**src/hdl/lccs_pkg.sv**
```systemverilog
// Purpose: Shared constants and carriers for link change and config status mirror
// Assumes: Single user clock, 16-bit config register mirrors
// Notes:   Command bit positions follow the header command layout
package lccs_pkg;

    localparam logic [5:0] LCCS_L0_STATE        = 6'h16;
    localparam logic [1:0] LCCS_PWR_D0          = 2'h0;
    localparam logic [2:0] LCCS_LPS_L1_TRANS    = 3'h5;
    localparam logic [2:0] LCCS_LPS_L23_TRANS   = 3'h6;
    localparam logic [1:0] LCCS_ROOT_SPD_AUTO   = 2'h3;
    localparam int         LCCS_PRECOND_WINDOW  = 16;

    localparam int LCCS_CMD_IO_EN    = 0;
    localparam int LCCS_CMD_MEM_EN   = 1;
    localparam int LCCS_CMD_BM_EN    = 2;
    localparam int LCCS_CMD_SERR_EN  = 8;
    localparam int LCCS_CMD_INTX_DIS = 10;
    localparam int LCCS_LCTL_HAWD    = 9;

    localparam logic [15:0] LCCS_CMD_WMASK   = 16'h0507;
    localparam logic [15:0] LCCS_CMD_RESET   = 16'h0000;
    localparam logic [7:0]  LCCS_BUS_RESET   = 8'h00;
    localparam logic [4:0]  LCCS_DEV_RESET   = 5'h00;
    localparam logic [2:0]  LCCS_FUNC_FIXED  = 3'h0;
    localparam logic [15:0] LCCS_STATUS_NONE = 16'h0000;

    // Width codes: 1, 2, 4, 8 lanes as a binary index 0..3
    localparam logic [1:0] LCCS_W_X1 = 2'h0;
    localparam logic [1:0] LCCS_W_X8 = 2'h3;

    // Directed change request encoding
    localparam logic [1:0] LCCS_DC_NONE  = 2'h0;
    localparam logic [1:0] LCCS_DC_WIDTH = 2'h1;
    localparam logic [1:0] LCCS_DC_SPEED = 2'h2;
    localparam logic [1:0] LCCS_DC_BOTH  = 2'h3;

    typedef struct packed {
        logic       valid;
        logic       type0;
        logic [7:0] bus;
        logic [4:0] dev;
        logic       cmd_hit;
        logic [15:0] cmd_data;
    } lccs_cfgwr_t;

    typedef struct packed {
        logic [1:0] change;
        logic [1:0] target_width;
        logic       target_speed;
        logic       auton;
    } lccs_dreq_t;

endpackage

```
**src/hdl/lccs_core.sv**
```systemverilog
// Purpose: Directed link change handling and config space mirror outputs
// Assumes: All inputs synchronous to clk; config writes arrive decoded
// Notes:   Mirrors are read-only to the application; status mirror is unsupported
`timescale 1ns/1ps

module lccs_core
    import lccs_pkg::*;
#(
    parameter bit IS_ROOT = 1'b0
)
(
    input  wire logic        clk,
    input  wire logic        reset_n,
    input  wire lccs_cfgwr_t cfg_wr,
    input  wire lccs_dreq_t  dreq,
    input  wire logic        link_up,
    input  wire logic [5:0]  training_state_code,
    input  wire logic [1:0]  power_state,
    input  wire logic [2:0]  link_power_state,
    input  wire logic [15:0] link_control,
    input  wire logic        lane_reversal,
    input  wire logic        local_second_rate_capable,
    input  wire logic        partner_second_rate_capable,
    input  wire logic [1:0]  root_auto_speed_attr,
    input  wire logic [3:0]  mutual_width_mask,
    input  wire logic [1:0]  initial_width_report,
    input  wire logic        width_upsize_capable,
    input  wire logic        mem_request_in,
    input  wire logic        io_request_in,
    input  wire logic        app_request_out,
    output logic [15:0]      header_command_mirror,
    output logic [7:0]       bus_id,
    output logic [4:0]       device_id,
    output logic [2:0]       function_id,
    output logic [15:0]      status_mirror,
    output logic [1:0]       current_width,
    output logic             current_speed_fast,
    output logic             change_busy,
    output logic             change_rejected,
    output logic             mem_accept,
    output logic             io_accept,
    output logic             request_blocked
);
    typedef enum {LCCS_IDLE, LCCS_TRAIN, LCCS_DONE} lccs_state_t;

    function automatic logic lccs_ready(input logic up, input logic [5:0] st,
                                        input logic [1:0] pw, input logic [2:0] lps);
        lccs_ready = up && (st == LCCS_L0_STATE) && (pw == LCCS_PWR_D0)
                     && (lps != LCCS_LPS_L1_TRANS) && (lps != LCCS_LPS_L23_TRANS);
    endfunction

    lccs_state_t  state_q,  state_d;
    logic [15:0]  cmd_q,    cmd_d;
    logic [7:0]   bus_q,    bus_d;
    logic [4:0]   dev_q,    dev_d;
    logic [1:0]   width_q,  width_d;
    logic         fast_q,   fast_d;
    logic         rej_q,    rej_d;
    logic         mem_q,    mem_d;
    logic         io_q,     io_d;
    logic         blk_q,    blk_d;
    logic [4:0]   age_q,    age_d;
    logic [1:0]   pick;
    logic         pick_ok;
    logic         width_req;
    logic         speed_req;
    logic         accept_req;

    lccs_width_pick u_pick
    (
        .requested   (dreq.target_width),
        .current     (width_q),
        .initial_w   (initial_width_report),
        .upsize_ok   (width_upsize_capable),
        .mutual_mask (mutual_width_mask),
        .granted     (pick),
        .legal       (pick_ok)
    );

    assign width_req = dreq.change[0];
    assign speed_req = dreq.change[1];

    // Config mirror group
    always_comb
    begin
        cmd_d = cmd_q;
        bus_d = bus_q;
        dev_d = dev_q;
        if (cfg_wr.valid && cfg_wr.type0)
        begin
            bus_d = cfg_wr.bus;
            dev_d = cfg_wr.dev;
        end
        // Only writable bits land; hardwired and reserved bits stay zero
        if (cfg_wr.valid && cfg_wr.cmd_hit)
            cmd_d = cfg_wr.cmd_data & LCCS_CMD_WMASK;
        mem_d = mem_request_in && cmd_q[LCCS_CMD_MEM_EN];
        io_d  = io_request_in && cmd_q[LCCS_CMD_IO_EN];
        // Flag only; bus master is not enforced on the transmit path
        blk_d = app_request_out && !cmd_q[LCCS_CMD_BM_EN];
    end

    always_ff @(posedge clk or negedge reset_n)
    begin
        if (!reset_n)
        begin
            cmd_q <= LCCS_CMD_RESET;
            bus_q <= LCCS_BUS_RESET;
            dev_q <= LCCS_DEV_RESET;
            mem_q <= 1'b0;
            io_q  <= 1'b0;
            blk_q <= 1'b0;
        end
        else
        begin
            cmd_q <= cmd_d;
            bus_q <= bus_d;
            dev_q <= dev_d;
            mem_q <= mem_d;
            io_q  <= io_d;
            blk_q <= blk_d;
        end
    end

    // Directed change group
    always_comb
    begin
        state_d    = state_q;
        width_d    = width_q;
        fast_d     = fast_q;
        rej_d      = 1'b0;
        age_d      = age_q;
        accept_req = 1'b0;
        // Preconditions may be sampled up to the window before the request
        if (lccs_ready(link_up, training_state_code, power_state, link_power_state))
            age_d = '0;
        else if (age_q != 5'(LCCS_PRECOND_WINDOW + 1))
            age_d = age_q + 5'h1;
        case (state_q)
            LCCS_IDLE:
            begin
                if (dreq.change != LCCS_DC_NONE)
                begin
                    accept_req = (age_q <= 5'(LCCS_PRECOND_WINDOW))
                        && dreq.auton
                        && !(width_req && (lane_reversal
                             || link_control[LCCS_LCTL_HAWD]
                             || dreq.target_width > initial_width_report
                             || !pick_ok))
                        && !(speed_req && dreq.target_speed
                             && !(local_second_rate_capable
                                  && partner_second_rate_capable))
                        && !(IS_ROOT && speed_req
                             && root_auto_speed_attr != LCCS_ROOT_SPD_AUTO);
                    if (accept_req)
                    begin
                        if (width_req)
                            width_d = pick;
                        if (speed_req)
                            fast_d = dreq.target_speed;
                        state_d = LCCS_TRAIN;
                    end
                    else
                        rej_d = 1'b1;
                end
            end
            LCCS_TRAIN:
            begin
                if (training_state_code == LCCS_L0_STATE)
                    state_d = LCCS_DONE;
            end
            LCCS_DONE:
            begin
                // Wait for release so a held request is not taken twice
                if (dreq.change == LCCS_DC_NONE)
                    state_d = LCCS_IDLE;
            end
            default:
                state_d = LCCS_IDLE;
        endcase
    end

    always_ff @(posedge clk or negedge reset_n)
    begin
        if (!reset_n)
        begin
            state_q <= LCCS_IDLE;
            width_q <= LCCS_W_X8;
            fast_q  <= 1'b0;
            rej_q   <= 1'b0;
            age_q   <= 5'(LCCS_PRECOND_WINDOW + 1);
        end
        else
        begin
            state_q <= state_d;
            width_q <= width_d;
            fast_q  <= fast_d;
            rej_q   <= rej_d;
            age_q   <= age_d;
        end
    end

    always_ff @(posedge clk or negedge reset_n)
    begin
        if (!reset_n)
            change_busy <= 1'b0;
        else
            change_busy <= (state_d != LCCS_IDLE);
    end

    always_ff @(posedge clk or negedge reset_n)
    begin
        if (!reset_n)
        begin
            function_id   <= LCCS_FUNC_FIXED;
            status_mirror <= LCCS_STATUS_NONE;
        end
        else
        begin
            function_id   <= LCCS_FUNC_FIXED;
            status_mirror <= LCCS_STATUS_NONE;
        end
    end

    assign header_command_mirror = cmd_q;
    assign bus_id                = bus_q;
    assign device_id             = dev_q;
    assign current_width         = width_q;
    assign current_speed_fast    = fast_q;
    assign change_rejected       = rej_q;
    assign mem_accept            = mem_q;
    assign io_accept             = io_q;
    assign request_blocked       = blk_q;
endmodule // lccs_core

```
**src/hdl/lccs_width_pick.sv**
```systemverilog
// Purpose: Resolve a requested link width against mutually supported widths
// Assumes: Width codes 0..3 mean 1, 2, 4, 8 lanes
// Notes:   Pure combinational; the caller registers the result
`timescale 1ns/1ps
module lccs_width_pick
    import lccs_pkg::*;
(
    input  wire logic [1:0] requested,
    input  wire logic [1:0] current,
    input  wire logic [1:0] initial_w,
    input  wire logic       upsize_ok,
    input  wire logic [3:0] mutual_mask,
    output logic      [1:0] granted,
    output logic            legal
);
    logic [1:0] ceiling;
    logic       found;

    always_comb
    begin
        // With upsize the ceiling is the initial width, else strictly below current
        ceiling = upsize_ok ? initial_w : current;
        granted = current;
        found   = 1'b0;
        legal   = 1'b0;
        if (upsize_ok || (requested < current))
        begin
            // Walk down to the widest mutual width at or below both request and ceiling
            for (int i = 3; i >= 0; i--)
            begin
                if (!found && (2'(i) <= requested) && (2'(i) <= ceiling)
                    && mutual_mask[i])
                begin
                    granted = 2'(i);
                    found   = 1'b1;
                end
            end
            if (!upsize_ok && granted >= current)
                found = 1'b0;
            legal = found;
            if (!found)
                granted = current;
        end
    end
endmodule // lccs_width_pick

```
**config.mk**
```make
export PLATFORM = sky130hd
export DESIGN_NAME = lccs_core
export DESIGN_NICKNAME = d
export VERILOG_FILES = /design/src/hdl/lccs_pkg.sv /design/src/hdl/lccs_core.sv /design/src/hdl/lccs_width_pick.sv
export SDC_FILE = /design/constraint.sdc
export NUM_CORES = 1
export LEC_CHECK = 0
export BUFFER_PORTS_ARGS = -buffer_cell sky130_fd_sc_hd__clkbuf_2
export CORE_UTILIZATION = 40
export DETAILED_ROUTE_END_ITERATION = 7
export HOLD_SLACK_MARGIN = 0.02
export PLACE_DENSITY = 0.68
export SKIP_CTS_REPAIR_TIMING = 1
export SLEW_MARGIN = 20
export SYNTH_ARGS = -nofsm -noshare
export SYNTH_HDL_FRONTEND = slang
export SYNTH_SLANG_ARGS = --single-unit
```
**constraint.sdc**
```tcl
create_clock -name clk -period 4.6 [get_ports clk]
set_input_delay 0.69 -clock clk [delete_from_list [all_inputs] [get_ports clk]]
set_output_delay 0.69 -clock clk [all_outputs]
set_load 0.03 [all_outputs]
```
Word-level counts from Yosys, hierarchy flattened
Index checks and enable logic that the tools add are counted.
- add/sub/neg operators: 1
- magnitude comparators: 12
- eq/ne operators: 6
- mux-type cells: 26
- reduce and logical (&&, ||, !) cells: 49
- operators by type and width (operator ; number):
    $mux 32 ; 4
    $pmux 32 s3 ; 1
    $eq 32x1->1 const B ; 1
    $eq 32x2->1 const B ; 1
    $logic_not 32->1 ; 1
    $reduce_bool 32->1 ; 1
    $logic_and 1x1->1 ; 28
    $mux 1 ; 13
    $mux 2 ; 6
    $mux 5 ; 2
    $logic_not 1->1 ; 9
    $le 1x2->1 const A ; 4
    $le 2x2->1 const A ; 4
    $eq 6x5->1 const B ; 1
    $ne 3x3->1 const B ; 2
    $reduce_and 6->1 ; 1
    $add 5x1->5 const B ; 1
    $le 5x5->1 const B ; 1
    $ne 5x5->1 const B ; 1
    $logic_not 2->1 ; 2
    $logic_or 1x1->1 ; 4
    $reduce_and 4->1 ; 1
    $reduce_bool 2->1 ; 2
    $ge 2x2->1 ; 1
    other kinds (2) ; 2
- register bits: 63
- bits of input ports: 83
- output and inout bits: 56
- logic and storage cells: 106

Logic depth before layout (Yosys ltp)
- word-level depth: 39
- gate-level depth with buffers: 11
- mapped depth without buffers: 11

By module
From an unflattened synthesis, not the netlist that was laid out.
- cell total of the unflattened synthesis: 221
- area, all modules: 2778.9 µm²
- modules (own cells, without submodules) (module ; instances ; cells an instance ; area each (µm²) ; sequential area each (µm²)):
    lccs_core ; 1 ; 187 ; 2538.7 ; 1581.5
    lccs_width_pick ; 1 ; 34 ; 240.2 ; 0.0

Worst setup path after synthesis
OpenSTA, ideal clock, no wires.
- kind: input to register
- from: in width_upsize_capable
- to: reg width_q[1], in the netlist current_width[1]
- setup time: 0.085 ns
- arrival time: 2.608 ns
- required time: 4.515 ns
- slack: 1.908 ns
- cell stages on the path: 10
- buffers on the path: 0
- path through: nor3_1 a211oi_2 o21bai_1 a22oi_1 ha_1 o21ai_0 a31oi_1 a211oi_4 and4_4 mux2_1
- cells in the longest elaborated chain, start to end: 36
- elaborated cells on any way between the ends: 45
- classes of those cells: 5 x order compare; 16 x mux; 24 x reduce/logical
- ends and longest elaborated chain (element ; RTL line ; RTL):
    start: declaration ; lccs_core.sv:27 ; input wire logic width_upsize_capable,
    $mux 2 ; lccs_width_pick.sv:22 ; ceiling = upsize_ok ? initial_w : current;
    $le 2x2->1 ; lccs_width_pick.sv:31 ; if (!found && (2'(i) <= requested) && (2'(i) <= ceiling)
    $logic_and 1x1->1 ; lccs_width_pick.sv:31 ;
    $logic_and 1x1->1 ; lccs_width_pick.sv:32 ; && mutual_mask[i])
    $mux 1 ; lccs_width_pick.sv:31 ;
    $mux 1 ; lccs_width_pick.sv:26 ; if (upsize_ok || (requested < current))
    $logic_not 1->1 ; lccs_width_pick.sv:31 ;
    $logic_and 1x1->1 (2 in series) ; lccs_width_pick.sv:31 ;
    [... 18 more ...] ; - ;
    $mux 1 (2 in series) ; lccs_width_pick.sv:26 ;
    $logic_not 1->1 ; lccs_core.sv:149 ; || !pick_ok))
    $logic_or 1x1->1 ; lccs_core.sv:149 ;
    $logic_and 1x1->1 ; lccs_core.sv:146 ; && !(width_req && (lane_reversal
    $logic_not 1->1 ; lccs_core.sv:146 ;
    $logic_and 1x1->1 ; lccs_core.sv:146 ;
    $logic_and 1x1->1 ; lccs_core.sv:150 ; && !(speed_req && dreq.target_speed
    $reduce_and 6->1 (no line) ; - ;
    end signal: assignment ; lccs_core.sv:196 ; width_q <= width_d;
    end: declaration ; lccs_core.sv:56 ; logic [1:0] width_q, width_d;
Parallel ways exist; a longest one is shown, timed or not. The select of a mux whose other input is x is not followed.
A chain may end at the register's enable or synchronous reset.

Final worst setup path
Ends and elaborated chain as after synthesis.

==> impl_metrics.yaml <==
route:
  ant_nets: 0
  drc_errors: 13
  num_vias: 1807
  avgViaCountPerCell: 4.31
  wirelength_um: 4220
  wire_per_inst_um: 10.1
  drt_iter0_drc: 70
  firstDrtPassIters: 8
global_routing:
  grt_max_degree: 36
  grt_overflow: 0
  track_usage_pct: 13.1
  grt_pass1_wl_um: 7220
  first_global_vias: 1714
  antenna_found_initial: 0
floorplan:
  num_rows: 29
  dieArea_mm2: 0.00711
  num_io_pins: 139
  fp.coreArea_mm2: 0.00646
  die_height_um: 84.4
  die_w_um: 84.4
  initial_core_util_pct: 42.0
layout:
  fill_cells: 566
  drive_above_1_share_pct: 31.0
  insertedDiodeCount: 0
  area_delta_synth_final_pct: 26.0
  finish.net_count: 428
run:
  max-cap-violations: 0
sta:
  slew_headroom_pct: 54.8
  finalSetupViolCount: 0
  tightest_slew_ps: 678
  rsz0062_at_grt: "no"
  clock_skew_ps: 8.82
  max_clock_freq_ghz: 0.373
  min_period_over_period_pct: 58.2
  finalMaxSlewViolations: 0
  setup_ws_ps: 1920
  finalHoldViolCount: 0
  finalCriticalPeriod_ps: 2680
  finalSetupTns_ps: 0
power_and_ir_drop:
  clkPwrFrac_pct: 35.1
  vdd_drop_max_uv: 309
  pwr-share-seq_pct: 45.9
  netSwitchingFraction_pct: 29.3
  internal_power_w: 0.00102
  combPwrFrac_pct: 19.0
  p_per_area_mw_per_mm2: 424
  switching_power_w: 0.000425
  leakage_nw: 1.74
synth:
  synth_edf_count: 0
  ys_seq_elements: 63
  avgSynthCellArea_um2: 12.4
  synthArstFlopShare_pct: 100
  yosysWarnings: 0
  syn_area_mm2: 0.00271
  seq_area_frac_synth_pct: 58.3
  ys_types: 43
  synth_ff_type: "dfrtp_1"
  syn_inst: 218
placed_design:
  pre_cts_slack_ps: 1560
  dp_hpwl_um: 3170
  globalplace.congestion: 0.752
  portBuffers: 80
setup_path:
  worstSetupEndpointType: "flop"
  crit_arrival_ps: 2940
  path_class: "in2reg"
  worstPathRequired_ps: 4860
  critPathLaunchType: "input pin"
  cp_max_fo: 5
clock_network:
  numCtsBuffers: 9
  cts.sinks: 63
  cts-root-buf: "clkbuf_8"
  cts_max_level: 3
  clkSlewWorstSetupHoldPaths_ps: 70
  cts_tree: "done"
  clk_latency_ps: 330
  cts_buffer_depth: 2
outcome:
  violations: "DRC"
  status: "finished with violations"
min_path:
  min_path_type: "in2async"
[registers in the layout, indices dropped and copies added (netlist names)]
signal                 count
mem_accept                 1
change_rejected            1
change_busy                1
bus_id                     8
request_blocked            1
header_command_mirror      5
device_id                  5
io_accept                  1
age_q                      5
current_speed_fast         1
current_width              2
state_q                   32
[area by class of cell]
type / instances / area, um2 / share of cell area (%)
Multi-Input combinational cell: 174 / 1090 / 31.9
Clock inverter: 6 / 85.1 / 2.49
Tap cell: 77 / 96.3 / 2.82
Sequential cell: 63 / 1580 / 46.3
Timing Repair Buffer: 81 / 408 / 11.9
Inverter: 8 / 30.0 / 0.878
Clock buffer: 10 / 128 / 3.73
[cells by family (layout without fill, tap and decap cells)]
family,count (synthesis),count (layout),synth area share [%]
compound gates,19,19,5.12
xor+xnor,5,5,1.61
fa+ha+maj,8,8,3.69
buf+inv,40,105,9.69
flops,63,63,58.3
mux,24,24,9.78
other cells,1,60,0.138
simple gates,58,58,11.7
[path summary, 6_finish.rpt]
check / start / to / slack, ps / cells past startpoint
setup / recovery: width_upsize_capable / current_width[1] / 1920 / 11
setup reg to reg: current_width[1] / current_width[1] / 1970 / 10
max in group asynchronous: reset_n / current_width[0] / 3290 / 2
min in group clk: header_command_mirror[2] / request_blocked / 460 / 1
hold / removal: reset_n / header_command_mirror[10] / 380 / 1
hold reg to reg: header_command_mirror[2] / request_blocked / 460 / 1
[synth_stat cells (2+ instances only)]
cell | n | area share (%)
buf_4 | 30 | 8.3
nor3_1 | 4 | 0.74
a21oi_1 | 3 | 0.55
nor4_1 | 9 | 2.1
mux2i_1 | 4 | 1.5
nor2b_1 | 2 | 0.46
dfrtp_1 | 59 | 54
o21ai_1 | 3 | 0.55
and2_1 | 3 | 0.69
nand3_1 | 2 | 0.37
xnor2_1 | 2 | 0.65
and3_1 | 2 | 0.46
nand2_1 | 10 | 1.4
mux2_1 | 20 | 8.3
ha_1 | 8 | 3.7
nand4_1 | 2 | 0.46
inv_1 | 8 | 1.1
o21ai_0 | 3 | 0.55
dfstp_2 | 4 | 3.9
nor2_1 | 15 | 2.1
xor2_1 | 3 | 0.97
[per-layer routing]
layer	global-route usage, %	part of all wire [%]	up-vias
met2	20.4	43	101
met4	7.40	2.3	0
li1	-	-	894
met1	16.4	44	804
met5	0	0	-
met3	4.13	9.9	8
[stage by stage]
stage	utilization (%)	total power [W]	hold slack (ps)	std cells	cell area, um2
detailed placement	49.6	0.000954	454	403	3210
global route	52.9	0.00153	448	419	3420
finish	52.9	0.00145	382	419	3420
floorplan	-	0.000883	394	277	2930
global placement	49.6	0.000943	442	403	3210
CTS	52.9	0.00147	405	419	3420
[power by group through the flow]
stage	registers [W]	clock network, W	logic (W)
floorplan	0.000721	0	0.000162
global placement	0.000672	0	0.000271
detailed placement	0.000676	0	0.000278
CTS	0.000666	0.000524	0.000279
global route	0.000675	0.000549	0.000309
finish	0.000666	0.000509	0.000276
[critical path, stage by stage]
cell	delay (ps)
clkbuf_2	130
nor3_1	220
a211oi_2	80
o21bai_1	150
a22oi_1	200
ha_1	260
o21ai_0	170
a31oi_1	150
a211oi_4	270
and4_4	290
mux2_1	310
[cell usage in the layout, fill, tap and decap left out, types with 3 or more instances in the layout]
cell and count:
clkbuf_2 80, conb_1 60, dfrtp_1 59, mux2_1 20
nor2_1 15, nand2_1 10, nor4_1 9, clkbuf_8 9
inv_1 8, ha_1 8, mux2i_1 4, nor3_1 4
dfstp_2 4, o21ai_0 3, and2_1 3, o21ai_1 3
a21oi_1 3, xor2_1 3
(Power assumes the default switching activity.)
